===== config.mk =====
export PLATFORM = sky130hd
export DESIGN_NAME = qenc_top
export DESIGN_NICKNAME = d
export VERILOG_FILES = /design/src/core/qenc_pkg.sv /design/src/core/qenc_filter.sv /design/src/core/qenc_top.sv
export SDC_FILE = /design/constraint.sdc
export NUM_CORES = 1
export LEC_CHECK = 0
export BUFFER_PORTS_ARGS = -buffer_cell sky130_fd_sc_hd__buf_2
export CORE_UTILIZATION = 25
export CTS_BUF_LIST = sky130_fd_sc_hd__clkbuf_8
export CTS_CLUSTER_DIAMETER = 80
export DETAILED_ROUTE_END_ITERATION = 16
export GPL_ROUTABILITY_DRIVEN = 0
export HOLD_SLACK_MARGIN = 0.03
export MAX_ROUTING_LAYER = met4
export PLACE_DENSITY_LB_ADDON = 0.05
export SETUP_SLACK_MARGIN = 0.5
export SYNTH_ARGS = -nofsm -noshare
export SYNTH_HDL_FRONTEND = slang
export SYNTH_SLANG_ARGS = --single-unit

===== constraint.sdc =====
create_clock -name aclk -period 10.45 [get_ports aclk]
set_input_delay 2.09 -clock aclk [delete_from_list [all_inputs] [get_ports aclk]]
set_output_delay 2.09 -clock aclk [all_outputs]
set_load 0.02 [all_outputs]

===== src/core/qenc_pkg.sv =====
// qenc_pkg: constants, register map and carrier types for the quadrature encoder counter
// assumes a single 200 MHz clock and an axi4-lite register slave
package qenc_pkg;
   // ************************************************************
   // register byte offsets
   // ************************************************************
   localparam logic [7:0] QENC_OFS_GLOBAL = 8'h00;
   localparam logic [7:0] QENC_OFS_MODE = 8'h04;
   localparam logic [7:0] QENC_OFS_POS = 8'h08;
   localparam logic [7:0] QENC_OFS_STEP = 8'h0C;
   localparam logic [7:0] QENC_OFS_FLAGS = 8'h10;
   localparam logic [7:0] QENC_OFS_SNAP = 8'h14;
   localparam logic [7:0] QENC_OFS_IRQ_EN = 8'h18;
   localparam logic [7:0] QENC_OFS_IRQ_CLR = 8'h1C;

   // ************************************************************
   // mode register bit positions
   // ************************************************************
   localparam int QENC_MODE_POL_A = 0;
   localparam int QENC_MODE_POL_B = 1;
   localparam int QENC_MODE_POL_N = 2;
   localparam int QENC_MODE_IGNORE_AB = 3;
   localparam int QENC_MODE_CLR_CONT = 4;
   localparam int QENC_MODE_CLR_ONCE = 5;
   localparam int QENC_MODE_LATCH_ONLY = 6;
   localparam int QENC_MODE_DECIMAL = 7;
   localparam int QENC_MODE_INV_A = 8;
   localparam int QENC_MODE_INV_B = 9;
   localparam int QENC_MODE_W = 10;

   // event flag bits
   localparam int QENC_FLAG_N_EVENT = 0;
   localparam int QENC_FLAG_W = 1;

   // ************************************************************
   // reset values and timing
   // ************************************************************
   localparam logic [QENC_MODE_W-1:0] QENC_MODE_RST = 10'h000;
   localparam logic [31:0] QENC_STEP_RST = 32'h00010000;
   localparam logic QENC_GLOBAL_RST = 1'b0;
   localparam int QENC_CLK_MHZ = 200;
   localparam int QENC_FILT_CYC = 3;
   localparam logic [15:0] QENC_DEC_LIMIT = 16'h2710;
   localparam logic [1:0] QENC_RESP_OKAY = 2'h0;
   localparam logic [1:0] QENC_RESP_SLVERR = 2'h2;

   typedef struct packed {
      logic a;
      logic b;
      logic n;
   } qenc_abn_s;
endpackage


===== src/core/qenc_filter.sv =====
// qenc_filter: one-channel glitch filter, output follows a level held QENC_FILT_CYC cycles
// assumes the input is already synchronous to aclk
`timescale 1ns/1ps
module qenc_filter
   import qenc_pkg::*;
(
   input wire logic aclk,
   input wire logic aresetn,
   input wire logic din,
   output logic dout
);
   logic [1:0] cnt_ff;
   logic in_ff;

   always_ff @(posedge aclk) begin
      if (!aresetn) begin
         in_ff <= 1'b0;
         cnt_ff <= 2'h0;
         dout <= 1'b0;
      end else begin
         in_ff <= din;
         if (in_ff == dout) begin
            cnt_ff <= 2'h0;
         end else if (cnt_ff == 2'(QENC_FILT_CYC - 1)) begin
            cnt_ff <= 2'h0;
            dout <= in_ff;
         end else begin
            cnt_ff <= cnt_ff + 2'h1;
         end
      end
   end
endmodule


===== src/core/qenc_top.sv =====
// qenc_top: abn quadrature encoder counter with axi4-lite registers and one interrupt
// assumes abn inputs are synchronous to aclk; one register access of each kind at a time
// Overview of operation
// continuous mode clears or latches on every accepted index event
// single-shot mode acts on next accepted index event then disarms itself
// index events accepted only while a and b match their qualifying polarity; with QENC_MODE_IGNORE_AB set they are accepted at any a, b level
// each a or b change adds or subtracts the step by decoded direction
// step constant is signed 16.16 fixed point
// decimal mode: low half counts ten-thousandths, software keeps it below 10000
// negative step reverses effective counting direction
// position always readable; a, b, n polarity selectable
// index-triggered clear recorded in the event flags register
// accepted index event in continuous or single-shot mode copies position into the snapshot register
// counting up to one third of clock rate; encoder must stay below
// a, b, n filtered, spikes under three clocks rejected
// global config selects pins as encoder inputs; index use optional
// gray-code decode, a double transition counts nothing
`timescale 1ns/1ps
module qenc_top
   import qenc_pkg::*;
(
   input wire logic aclk,
   input wire logic aresetn,
   input wire qenc_abn_s enc_in,
   input wire logic [7:0] s_axi_awaddr,
   input wire logic s_axi_awvalid,
   output logic s_axi_awready,
   input wire logic [31:0] s_axi_wdata,
   input wire logic [3:0] s_axi_wstrb,
   input wire logic s_axi_wvalid,
   output logic s_axi_wready,
   output logic [1:0] s_axi_bresp,
   output logic s_axi_bvalid,
   input wire logic s_axi_bready,
   input wire logic [7:0] s_axi_araddr,
   input wire logic s_axi_arvalid,
   output logic s_axi_arready,
   output logic [31:0] s_axi_rdata,
   output logic [1:0] s_axi_rresp,
   output logic s_axi_rvalid,
   input wire logic s_axi_rready,
   output logic irq
);
   // ************************************************************
   // registers
   // ************************************************************
   logic global_peripheral_config_ff;
   logic [QENC_MODE_W-1:0] encoder_mode_config_ff;
   logic [31:0] encoder_step_increment_ff;
   logic [31:0] encoder_position_count_ff;
   logic [15:0] pos_frac_ff;
   logic [31:0] encoder_position_snapshot_ff;
   logic [QENC_FLAG_W-1:0] encoder_event_flags_ff;
   logic [QENC_FLAG_W-1:0] irq_en_ff;
   logic [7:0] awaddr_ff;
   logic aw_got_ff;
   logic [31:0] wdata_ff;
   logic [3:0] wstrb_ff;
   logic w_got_ff;

   // ************************************************************
   // input filtering
   // ************************************************************
   qenc_abn_s filt;

   qenc_filter u_filt_a (
      .aclk(aclk),
      .aresetn(aresetn),
      .din(enc_in.a),
      .dout(filt.a)
   );
   qenc_filter u_filt_b (
      .aclk(aclk),
      .aresetn(aresetn),
      .din(enc_in.b),
      .dout(filt.b)
   );
   qenc_filter u_filt_n (
      .aclk(aclk),
      .aresetn(aresetn),
      .din(enc_in.n),
      .dout(filt.n)
   );

   // ************************************************************
   // polarity, direction decode and index qualification
   // ************************************************************
   logic a_lvl, b_lvl, n_lvl;
   logic a_prev_ff, b_prev_ff, n_prev_ff;
   logic step_evt, step_up, n_edge, n_accept, n_armed;
   logic [1:0] ab_now, ab_old;

   // pins count only while routed to the encoder
   assign a_lvl = global_peripheral_config_ff & (filt.a ^ encoder_mode_config_ff[QENC_MODE_INV_A]);
   assign b_lvl = global_peripheral_config_ff & (filt.b ^ encoder_mode_config_ff[QENC_MODE_INV_B]);
   assign n_lvl = global_peripheral_config_ff & (filt.n ^ encoder_mode_config_ff[QENC_MODE_POL_N]);
   assign ab_now = {a_lvl, b_lvl};
   assign ab_old = {a_prev_ff, b_prev_ff};

   always_comb begin
      step_evt = 1'b0;
      step_up = 1'b0;
      case ({ab_old, ab_now})
         4'b0001, 4'b0111, 4'b1110, 4'b1000: begin
            step_evt = 1'b1;
            step_up = 1'b1;
         end
         4'b0010, 4'b1011, 4'b1101, 4'b0100: begin
            step_evt = 1'b1;
            step_up = 1'b0;
         end
         default: begin
            step_evt = 1'b0;
            step_up = 1'b0;
         end
      endcase
   end

   assign n_edge = n_lvl & ~n_prev_ff;
   assign n_accept = n_edge & (encoder_mode_config_ff[QENC_MODE_IGNORE_AB] |
      ((a_lvl == encoder_mode_config_ff[QENC_MODE_POL_A]) &
       (b_lvl == encoder_mode_config_ff[QENC_MODE_POL_B])));
   assign n_armed = encoder_mode_config_ff[QENC_MODE_CLR_CONT] |
      encoder_mode_config_ff[QENC_MODE_CLR_ONCE];

   always_ff @(posedge aclk) begin
      if (!aresetn) begin
         a_prev_ff <= 1'b0;
         b_prev_ff <= 1'b0;
         n_prev_ff <= 1'b0;
      end else begin
         a_prev_ff <= a_lvl;
         b_prev_ff <= b_lvl;
         n_prev_ff <= n_lvl;
      end
   end

   // ************************************************************
   // position accumulator
   // ************************************************************
   logic [15:0] inc_frac, nxt_frac;
   logic [31:0] nxt_pos;
   logic [16:0] frac_sum;
   logic [15:0] frac_mag;
   logic neg_step, add_dir, carry;
   logic [15:0] step_int;

   always_comb begin
      neg_step = encoder_step_increment_ff[31];
      add_dir = step_up ^ neg_step;
      step_int = encoder_step_increment_ff[31:16];
      inc_frac = encoder_step_increment_ff[15:0];
      frac_mag = 16'h0000;
      frac_sum = 17'h00000;
      carry = 1'b0;
      nxt_frac = pos_frac_ff;
      nxt_pos = encoder_position_count_ff;
      if (encoder_mode_config_ff[QENC_MODE_DECIMAL]) begin
         // decimal: fraction magnitude in ten-thousandths, moved along the sign
         frac_mag = inc_frac;
         if (add_dir) begin
            frac_sum = {1'b0, pos_frac_ff} + {1'b0, frac_mag};
            carry = (frac_sum >= {1'b0, QENC_DEC_LIMIT});
            nxt_frac = carry ? 16'(frac_sum - {1'b0, QENC_DEC_LIMIT}) : frac_sum[15:0];
            nxt_pos = encoder_position_count_ff + {31'h00000000, carry};
         end else begin
            carry = (pos_frac_ff < frac_mag);
            nxt_frac = carry ? 16'(pos_frac_ff + QENC_DEC_LIMIT - frac_mag) :
               16'(pos_frac_ff - frac_mag);
            nxt_pos = encoder_position_count_ff - {31'h00000000, carry};
         end
         nxt_pos = step_up ? nxt_pos + 32'(signed'(step_int)) :
            nxt_pos - 32'(signed'(step_int));
      end else begin
         // binary 16.16: full 48-bit signed add split over two registers
         if (step_up) begin
            {nxt_pos, nxt_frac} = {encoder_position_count_ff, pos_frac_ff} +
               {{16{encoder_step_increment_ff[31]}}, encoder_step_increment_ff};
         end else begin
            {nxt_pos, nxt_frac} = {encoder_position_count_ff, pos_frac_ff} -
               {{16{encoder_step_increment_ff[31]}}, encoder_step_increment_ff};
         end
      end
   end

   logic n_act, n_clear;
   assign n_act = n_accept & n_armed;
   assign n_clear = n_act & ~encoder_mode_config_ff[QENC_MODE_LATCH_ONLY];

   always_ff @(posedge aclk) begin
      if (!aresetn) begin
         encoder_position_count_ff <= 32'h00000000;
         pos_frac_ff <= 16'h0000;
      end else if (n_clear) begin
         encoder_position_count_ff <= 32'h00000000;
         pos_frac_ff <= 16'h0000;
      end else if (step_evt) begin
         encoder_position_count_ff <= nxt_pos;
         pos_frac_ff <= nxt_frac;
      end
   end

   always_ff @(posedge aclk) begin
      if (!aresetn) begin
         encoder_position_snapshot_ff <= 32'h00000000;
      end else if (n_act) begin
         encoder_position_snapshot_ff <= encoder_position_count_ff;
      end
   end

   // ************************************************************
   // axi4-lite write path and control registers
   // ************************************************************
   logic wr_fire;
   logic [31:0] wmask;
   assign wr_fire = aw_got_ff & w_got_ff & ~s_axi_bvalid;
   assign wmask = {{8{wstrb_ff[3]}}, {8{wstrb_ff[2]}}, {8{wstrb_ff[1]}}, {8{wstrb_ff[0]}}};

   always_ff @(posedge aclk) begin
      if (!aresetn) begin
         aw_got_ff <= 1'b0;
         w_got_ff <= 1'b0;
         awaddr_ff <= 8'h00;
         wdata_ff <= 32'h00000000;
         wstrb_ff <= 4'h0;
         s_axi_awready <= 1'b0;
         s_axi_wready <= 1'b0;
         s_axi_bvalid <= 1'b0;
         s_axi_bresp <= QENC_RESP_OKAY;
      end else begin
         s_axi_awready <= ~aw_got_ff & ~s_axi_awready & s_axi_awvalid;
         s_axi_wready <= ~w_got_ff & ~s_axi_wready & s_axi_wvalid;
         if (s_axi_awvalid & s_axi_awready) begin
            aw_got_ff <= 1'b1;
            awaddr_ff <= s_axi_awaddr;
         end
         if (s_axi_wvalid & s_axi_wready) begin
            w_got_ff <= 1'b1;
            wdata_ff <= s_axi_wdata;
            wstrb_ff <= s_axi_wstrb;
         end
         if (wr_fire) begin
            aw_got_ff <= 1'b0;
            w_got_ff <= 1'b0;
            s_axi_bvalid <= 1'b1;
            case (awaddr_ff)
               QENC_OFS_GLOBAL, QENC_OFS_MODE, QENC_OFS_STEP, QENC_OFS_IRQ_EN,
               QENC_OFS_IRQ_CLR: s_axi_bresp <= QENC_RESP_OKAY;
               default: s_axi_bresp <= QENC_RESP_SLVERR;
            endcase
         end else if (s_axi_bvalid & s_axi_bready) begin
            s_axi_bvalid <= 1'b0;
         end
      end
   end

   logic wr_mode, wr_step;
   assign wr_mode = wr_fire & (awaddr_ff == QENC_OFS_MODE);
   assign wr_step = wr_fire & (awaddr_ff == QENC_OFS_STEP);

   always_ff @(posedge aclk) begin
      if (!aresetn) begin
         global_peripheral_config_ff <= QENC_GLOBAL_RST;
         encoder_step_increment_ff <= QENC_STEP_RST;
         irq_en_ff <= '0;
      end else if (wr_fire) begin
         if (awaddr_ff == QENC_OFS_GLOBAL && wstrb_ff[0]) begin
            global_peripheral_config_ff <= wdata_ff[0];
         end
         if (wr_step) begin
            encoder_step_increment_ff <= (wdata_ff & wmask) |
               (encoder_step_increment_ff & ~wmask);
         end
         if (awaddr_ff == QENC_OFS_IRQ_EN && wstrb_ff[0]) begin
            irq_en_ff <= wdata_ff[QENC_FLAG_W-1:0];
         end
      end
   end

   logic [QENC_MODE_W-1:0] mode_wr;
   assign mode_wr = (wdata_ff[QENC_MODE_W-1:0] & wmask[QENC_MODE_W-1:0]) |
      (encoder_mode_config_ff & ~wmask[QENC_MODE_W-1:0]);

   always_ff @(posedge aclk) begin
      if (!aresetn) begin
         encoder_mode_config_ff <= QENC_MODE_RST;
      end else if (wr_mode) begin
         encoder_mode_config_ff <= mode_wr;
      end else if (n_act) begin
         encoder_mode_config_ff[QENC_MODE_CLR_ONCE] <= 1'b0;
      end
   end

   // ************************************************************
   // event flags and interrupt
   // ************************************************************
   logic [QENC_FLAG_W-1:0] flag_set, flag_clr;
   assign flag_set = n_act ? 1'b1 : 1'b0;
   assign flag_clr = (wr_fire && awaddr_ff == QENC_OFS_IRQ_CLR && wstrb_ff[0]) ?
      wdata_ff[QENC_FLAG_W-1:0] : '0;

   always_ff @(posedge aclk) begin
      if (!aresetn) begin
         encoder_event_flags_ff <= '0;
         irq <= 1'b0;
      end else begin
         encoder_event_flags_ff <= (encoder_event_flags_ff & ~flag_clr) | flag_set;
         irq <= |(((encoder_event_flags_ff & ~flag_clr) | flag_set) & irq_en_ff);
      end
   end

   // ************************************************************
   // axi4-lite read path
   // ************************************************************
   always_ff @(posedge aclk) begin
      if (!aresetn) begin
         s_axi_arready <= 1'b0;
         s_axi_rvalid <= 1'b0;
         s_axi_rdata <= 32'h00000000;
         s_axi_rresp <= QENC_RESP_OKAY;
      end else begin
         s_axi_arready <= ~s_axi_rvalid & ~s_axi_arready & s_axi_arvalid;
         if (s_axi_arvalid & s_axi_arready) begin
            s_axi_rvalid <= 1'b1;
            s_axi_rresp <= QENC_RESP_OKAY;
            case (s_axi_araddr)
               QENC_OFS_GLOBAL: s_axi_rdata <= {31'h00000000, global_peripheral_config_ff};
               QENC_OFS_MODE: s_axi_rdata <= {22'h000000, encoder_mode_config_ff};
               QENC_OFS_POS: s_axi_rdata <= encoder_position_count_ff;
               QENC_OFS_STEP: s_axi_rdata <= encoder_step_increment_ff;
               QENC_OFS_FLAGS: s_axi_rdata <= {31'h00000000, encoder_event_flags_ff};
               QENC_OFS_SNAP: s_axi_rdata <= encoder_position_snapshot_ff;
               QENC_OFS_IRQ_EN: s_axi_rdata <= {31'h00000000, irq_en_ff};
               QENC_OFS_IRQ_CLR: s_axi_rdata <= 32'h00000000;
               default: begin
                  s_axi_rdata <= 32'h00000000;
                  s_axi_rresp <= QENC_RESP_SLVERR;
               end
            endcase
         end else if (s_axi_rvalid & s_axi_rready) begin
            s_axi_rvalid <= 1'b0;
         end
      end
   end
endmodule


==> run summary, run 1 <==
Share of the synthesized area in the top cell type: 0.232
Layout Skew: 0.0415 ns
Setup TNS: 0 ns
Setup violators final: 0
Tmin final: 8.87 ns
Post-CTS Setup Bufs: 0
Syn. warnings: 0
Die area: 79000 um2
Max cap viols: 0
# resized after CTS: 0
Element type at the critical path end: register
Worst slew margin relative to its limit: 0.306
CTS tree: yes
Switch Pwr: 0.487 mW
Reg2Reg Setup Slack: 1.58 ns
Req. time, crit path: 10.96 ns
Mean Syn Cell Area: 7.48 um2
Largest net degree at the start of global routing: 71
Drt drc: 0
Slew at the pin closest to its max-slew limit: 1.04 ns
Clock network power share: 0.512
Post-synth top cells: a21oi_1 (338), nand2_1 (305), nor2_1 (259), dfxtp_1 (226), ha_1 (186)
Synth area leader: dfxtp_1
CP delay by family, top: compound AO/OA/AOI/OAI gates
Avg WL per Cell: 21.2 um
Flop pwr share: 0.458
Number of global-route vias before repair: 18800
Post-synth ARST share: 0
First-pass GRT wire length: 119 mm
Slowest stage cell, crit path: ha_1
Top_reg_cell synth: dfxtp_1
Die W: 281 um
Hold Fails Final Rpt: 0
Initial antenna violation count: 1
Setup CP Type: reg -> reg
Power Internal: 1.43 mW
Mapped Cells: 2603
Via count: 19300
Worst-path maximum fanout: 13
Via-to-Cell Ratio: 5.17
Final HPWL from detailed placement: 61.3 mm
Crit start category: register
Max VDD drop: 0.0000709 V
Most frequent CP cell: a21oi_1
Clk_lat worst skew: 0.65 ns
Yosys cell types: 93
Total wire length: 78.9 mm
Most frequent cell after synthesis: a21oi_1
Post-route ant nets: 0
Yosys reg bits: 226
Worst Hold End: u_filt_b.cnt_ff[0]
Pins Over Slew Limit: 0
Layout Nets: 2922
Row cnt: 101
Post-route clock period utilization: 0.848
Hold buffer count at CTS: 0
Hold_sp: u_filt_b.cnt_ff[0]
Crit path buffers/inverters: 1
CTS root buf: clkbuf_8
FF-to-FF path depth: 34
Die Height: 281 um
Status: finished clean
Pre-Repair DR Iteration Count: 8
Hold Path Stages: 1
Leading post-synthesis cells by cell area: dfxtp_1 (23%), ha_1 (12%), a21oi_1 (8.7%), nand2_1 (5.9%), xnor2_1 (5.1%)
Overflow left after global routing: 0
Power density over cell area: 86.7 nW/um2
Clk buf depth: 3
Sequential area share after synthesis: 0.232
RSZ-0062 raised after global routing: false
Clock H-tree levels: 2
Combinational Power Share: 0.029
Share of layout cells above drive strength 1: 0.102
Global Route Usage Sum: 0.203
Max Freq: 0.113 GHz
Iteration-0 DRC Markers: 1460
Fillers: 8458
Final Non-Filler Cells: 3725
TritonCTS buffer count: 47
CP peak stage delay: 0.49 ns
Net Sw Frac: 0.255
Port Buf Inserts: 101
Area Growth Syn to Fin: 13.4%
Placed cell areas: 21100 um2
Worst r2r dst: encoder_position_count_ff[31]
Cell area after synthesis: 19500 um2
Final non-filler cell area: 22100 um2
Arrival time worst endpoint: 9.37 ns
Hold Crit Class: reg -> reg
Cells after DPL: 3641
Leak pwr: 9.58 nW
Num ports: 104
Core area: 76500 um2
Clock slew at reported path FFs: 0.05 ns
Post-synth EDFFs: 0
Starting Density: 0.255
CTS Sinks: 226
==> logic make-up after synthesis <==
group	share of synthesized area
xor gates and xnor gates	0.0700
other	0.000193
DFF	0.232
adders and majority gates	0.134
muxes	0.0296
AOI/OAI and AO/OA	0.280
and+or+nand+nor	0.200
buffers and inverters	0.0540
==> layer usage <==
metal,global-route usage,wire length [um],up-vias
li1,-,-,9462
met1,0.302,41600,9227
met2,0.291,32500,483
met3,0.0219,3340,89
met4,0.0446,1450,0
met5,-,0,-
==> worst max path at each step <==
stage	to	slack, ns	cells past startpoint
floorplan	encoder_position_count_ff[31]	2.99	31
global placement	encoder_position_count_ff[31]	1.82	34
detailed placement	encoder_position_count_ff[31]	1.71	34
CTS	encoder_position_count_ff[31]	1.62	34
global route	encoder_position_count_ff[31]	0.89	34
finish	encoder_position_count_ff[31]	1.58	34
==> final cells by class <==
| class | instances | area [um2] | share of cell area |
|---|---|---|---|
| Multi-Input combinational cell | 2111 | 14000 | 0.633 |
| Tap cell | 1030 | 1290 | 0.0583 |
| Timing Repair Buffer | 148 | 858 | 0.0389 |
| Antenna cell | 1 | 2.50 | 0.000113 |
| Clock inverter | 27 | 189 | 0.00855 |
| Sequential cell | 226 | 4530 | 0.205 |
| Inverter | 126 | 478 | 0.0216 |
| Clock buffer | 56 | 771 | 0.0349 |
==> metrics by stage <==
step / power, mW / hold slack, ns / worst slack, ns / util
2_1_floorplan: 0.925 / 0.391 / 2.99 / -
3_3_place_gp: 0.954 / 0.399 / 1.82 / 0.276
3_5_place_dp: 0.954 / 0.403 / 1.71 / 0.276
4_1_cts: 1.95 / 0.411 / 1.62 / 0.289
5_1_grt: 1.99 / 0.427 / 0.892 / 0.289
6_report: 1.91 / 0.408 / 1.58 / 0.289
==> layout by cell type (no fill, tap or decap), drive strengths merged, types with 9 or more instances in the layout <==
| cell type | n |
|---|---|
| o221ai | 12 |
| and2 | 14 |
| nand2b | 31 |
| nor2b | 25 |
| o211ai | 18 |
| and3 | 12 |
| a31o | 10 |
| or2 | 11 |
| o31ai | 15 |
| o21ai | 113 |
| nor4 | 13 |
| a211o | 10 |
| a21o | 63 |
| nand4 | 18 |
| xor2 | 40 |
| or3 | 23 |
| fa | 14 |
| a31oi | 42 |
| buf | 148 |
| o21a | 13 |
| a22oi | 27 |
| a211oi | 22 |
| xnor2 | 113 |
| a311oi | 11 |
| nor3 | 57 |
| nand2 | 305 |
| nand3 | 56 |
| mux2i | 53 |
| o21bai | 35 |
| a221oi | 9 |
| nor2 | 260 |
| dfxtp | 226 |
| o22ai | 15 |
| ha | 186 |
| a21oi | 339 |
| a222oi | 24 |
| inv | 145 |
| clkbuf | 56 |
==> power by group through the flow <==
stage / clock network (mW) / registers [mW] / logic, mW
floorplan: 0 / 0.894 / 0.0311
global placement: 0 / 0.896 / 0.0575
detailed placement: 0 / 0.896 / 0.0576
CTS: 1.02 / 0.878 / 0.0578
global route: 1.05 / 0.878 / 0.0627
finish: 0.980 / 0.878 / 0.0563
Power figures use the tool's default switching activity.
==> run 2: changes to the inputs <==
--- a/config.mk
+++ b/config.mk
@@ -5,6 +5,7 @@
 export SDC_FILE = /design/constraint.sdc
 export NUM_CORES = 1
 export LEC_CHECK = 0
+export ABC_AREA = 1
 export BUFFER_PORTS_ARGS = -buffer_cell sky130_fd_sc_hd__buf_2
 export CORE_UTILIZATION = 25
 export CTS_BUF_LIST = sky130_fd_sc_hd__clkbuf_8
==> constraint.sdc (replaced) <==
create_clock -name aclk -period 8.1 [get_ports aclk]
set_input_delay 1.62 -clock aclk [delete_from_list [all_inputs] [get_ports aclk]]
set_output_delay 1.62 -clock aclk [all_outputs]
set_load 0.02 [all_outputs]
==> run 2 against run 1 <==
Count of clock-buffer cells in the layout up 4. Critical path type unchanged. Clock power grew 41%. Setup slack worse by 0.51 ns. First-iteration DRC count is 4.9% higher. Power grew 37%. Combinational power rose by 74%. Sequential share of layout area decreased by 2.0 points. Via count up 22%. Fmax is 26% higher. Routed wire length up 29%. Hold slack better by 0.0096 ns. Sequential power increased by 30%.
==> run summary, run 2 <==
Cells after DPL: 4638
Req. time, crit path: 8.65 ns
Net Sw Frac: 0.261
Grt met2 use: 0.380
TritonCTS buffer count: 50
Worst-path maximum fanout: 9
Met1 usage: 0.319
Initial antenna violation count: 3
Hold Crit Class: reg -> reg
Setup violators final: 0
Pins Over Slew Limit: 0
Commonest cells after routing, fill and taps aside: nand2_1 (696), inv_1 (461), a21oi_1 (402)
Number of global-route vias before repair: 23300
Mapped Cells: 3472
Leak pwr: 11.7 nW
Fillers: 9695
Slew at the pin closest to its max-slew limit: 1.02 ns
Arrival time worst endpoint: 7.58 ns
Total wire length: 101 mm
CP delay by family, top: simple AND/OR/NAND/NOR gates
Layout Skew: 0.0611 ns
Starting Density: 0.253
Storage element area: 4520 um2
Mean Syn Cell Area: 6.21 um2
Leading post-synthesis cells by cell area: dfxtp_1 (21%), nand2_1 (12%), ha_1 (11%), a21oi_1 (9.4%), o21ai_0 (8.3%)
Post-route ant nets: 0
Element type at the critical path end: register
Tmin final: 7.03 ns
Num ports: 104
Top_reg_cell synth: dfxtp_1
Slowest stage cell, crit path: o21ai_0
Top Usage Layer GRT: met2
First-pass GRT wire length: 150 mm
Tot Pwr: 2.62 mW
Yosys cell types: 66
Share of the synthesized area in the top cell type: 0.210
Clock slew at reported path FFs: 0.06 ns
Worst slew margin relative to its limit: 0.313
Most common cell after layout, fill and taps aside: nand2_1
Cell area after synthesis: 21600 um2
Status: finished clean
Hold Fails Final Rpt: 0
Post-synth EDFFs: 0
Max VDD drop: 0.000125 V
Met3 Use GR: 0.0176
Crit start category: register
Clk buf depth: 3
CTS tree: yes
CTS root buf: clkbuf_8
RSZ-0062 raised after global routing: false
Drt drc: 0
Final Non-Filler Cells: 4729
Iteration-0 DRC Markers: 1531
CTS Sinks: 226
Global Route Usage Sum: 0.236
Via-to-Cell Ratio: 4.98
Post-synth top cells: nand2_1 (698), inv_1 (448), a21oi_1 (403), nor2_1 (391), o21ai_0 (357)
Post-route clock period utilization: 0.868
# resized after CTS: 0
Via count: 23500
Most frequent CP cell: nand2_1
Post-CTS Setup Bufs: 0
Crit path buffers/inverters: 8
Port Buf Inserts: 101
Die W: 296 um
Setup CP Type: reg -> reg
Clk_lat worst skew: 0.67 ns
Clock H-tree levels: 2
Die Height: 296 um
Row cnt: 107
Clock network power share: 0.529
Pre-Repair DR Iteration Count: 6
Finished Core Util: 0.286
Area of the multi-input gates: 14800 um2
Combinational Power Share: 0.037
Die area: 87400 um2
Overflow left after global routing: 0
Switch Pwr: 0.685 mW
Flop pwr share: 0.434
Area Growth Syn to Fin: 13.3%
Power density over cell area: 107 nW/um2
Most frequent cell after synthesis: nand2_1
CP peak stage delay: 0.64 ns
Yosys reg bits: 226
Power Internal: 1.93 mW
Share of layout cells above drive strength 1: 0.0907
Core area: 85300 um2
Max cap viols: 0
Setup TNS: 0 ns
Final HPWL from detailed placement: 82.4 mm
Sequential area share after synthesis: 0.210
Syn. warnings: 0
Layout Nets: 3808
Avg WL per Cell: 21.5 um
Post-synth ARST share: 0
Hold buffer count at CTS: 0
Largest net degree at the start of global routing: 94
Max Freq: 0.142 GHz
Synth area leader: dfxtp_1
-- run 2: cell families after synthesis --
| group | share of synthesized area |
|---|---|
| xor gates and xnor gates | 0.0452 |
| other | 0.000174 |
| AOI/OAI and AO/OA | 0.244 |
| muxes | 0.000464 |
| and+or+nand+nor | 0.274 |
| DFF | 0.210 |
| buffers and inverters | 0.106 |
| adders and majority gates | 0.121 |
-- run 2: path summary, 6_finish.rpt --
| check | endpoint | cells past startpoint | startpoint | slack [ns] |
|---|---|---|---|---|
| worst max-delay path | encoder_position_count_ff[22] | 44 | register | 1.07 |
| worst min-delay path | u_filt_b.cnt_ff[0] | 1 | u_filt_b.cnt_ff[0] | 0.42 |
| worst max register to register | encoder_position_count_ff[22] | 44 | register | 1.07 |
| worst min register to register | u_filt_b.cnt_ff[0] | 1 | u_filt_b.cnt_ff[0] | 0.42 |
-- run 2: power groups by stage --
stage | Clock [mW] | Combinational (mW) | Sequential (mW)
floorplan | 0 | 0.0570 | 1.16
finish | 1.38 | 0.0978 | 1.14
CTS | 1.44 | 0.0995 | 1.14
global route | 1.48 | 0.111 | 1.14
global placement | 0 | 0.0983 | 1.16
detailed placement | 0 | 0.0994 | 1.16
-- run 2: worst reg2reg max path, delay by kind of cell (launching register included) --
kind	cells	cell delay [ns]
compound gates	5	1.30
xor+xnor	1	0.19
fa+ha+maj	4	1.57
buf+inv	8	0.83
flops	1	0.38
simple gates	26	2.66
-- run 2: final cells by class --
type,instances,share of cell area
clock inverter,29,0.00984
tap,1144,0.0586
inverter,466,0.0716
sequential,226,0.185
timing repair buffer,145,0.0343
clock buffer,60,0.0338
antenna,2,0.000205
multi-input combinational,2657,0.606
-- run 2: stage by stage --
step	hold slack (ns)	setup WS [ns]	area (um2)
after CTS	0.413	0.685	24400
after floorplan	0.393	1.93	21600
after detailed placement	0.406	0.764	23300
final	0.418	1.07	24400
after global placement	0.399	0.846	23300
after global routing	0.428	0.560	24400
-- run 2: routing by layer --
layer / vias to the layer above / wire (um)
li1: 11600 / -
met1: 11200 / 48800
met2: 603 / 46300
met3: 106 / 3950
met4: 0 / 2400
met5: - / 0
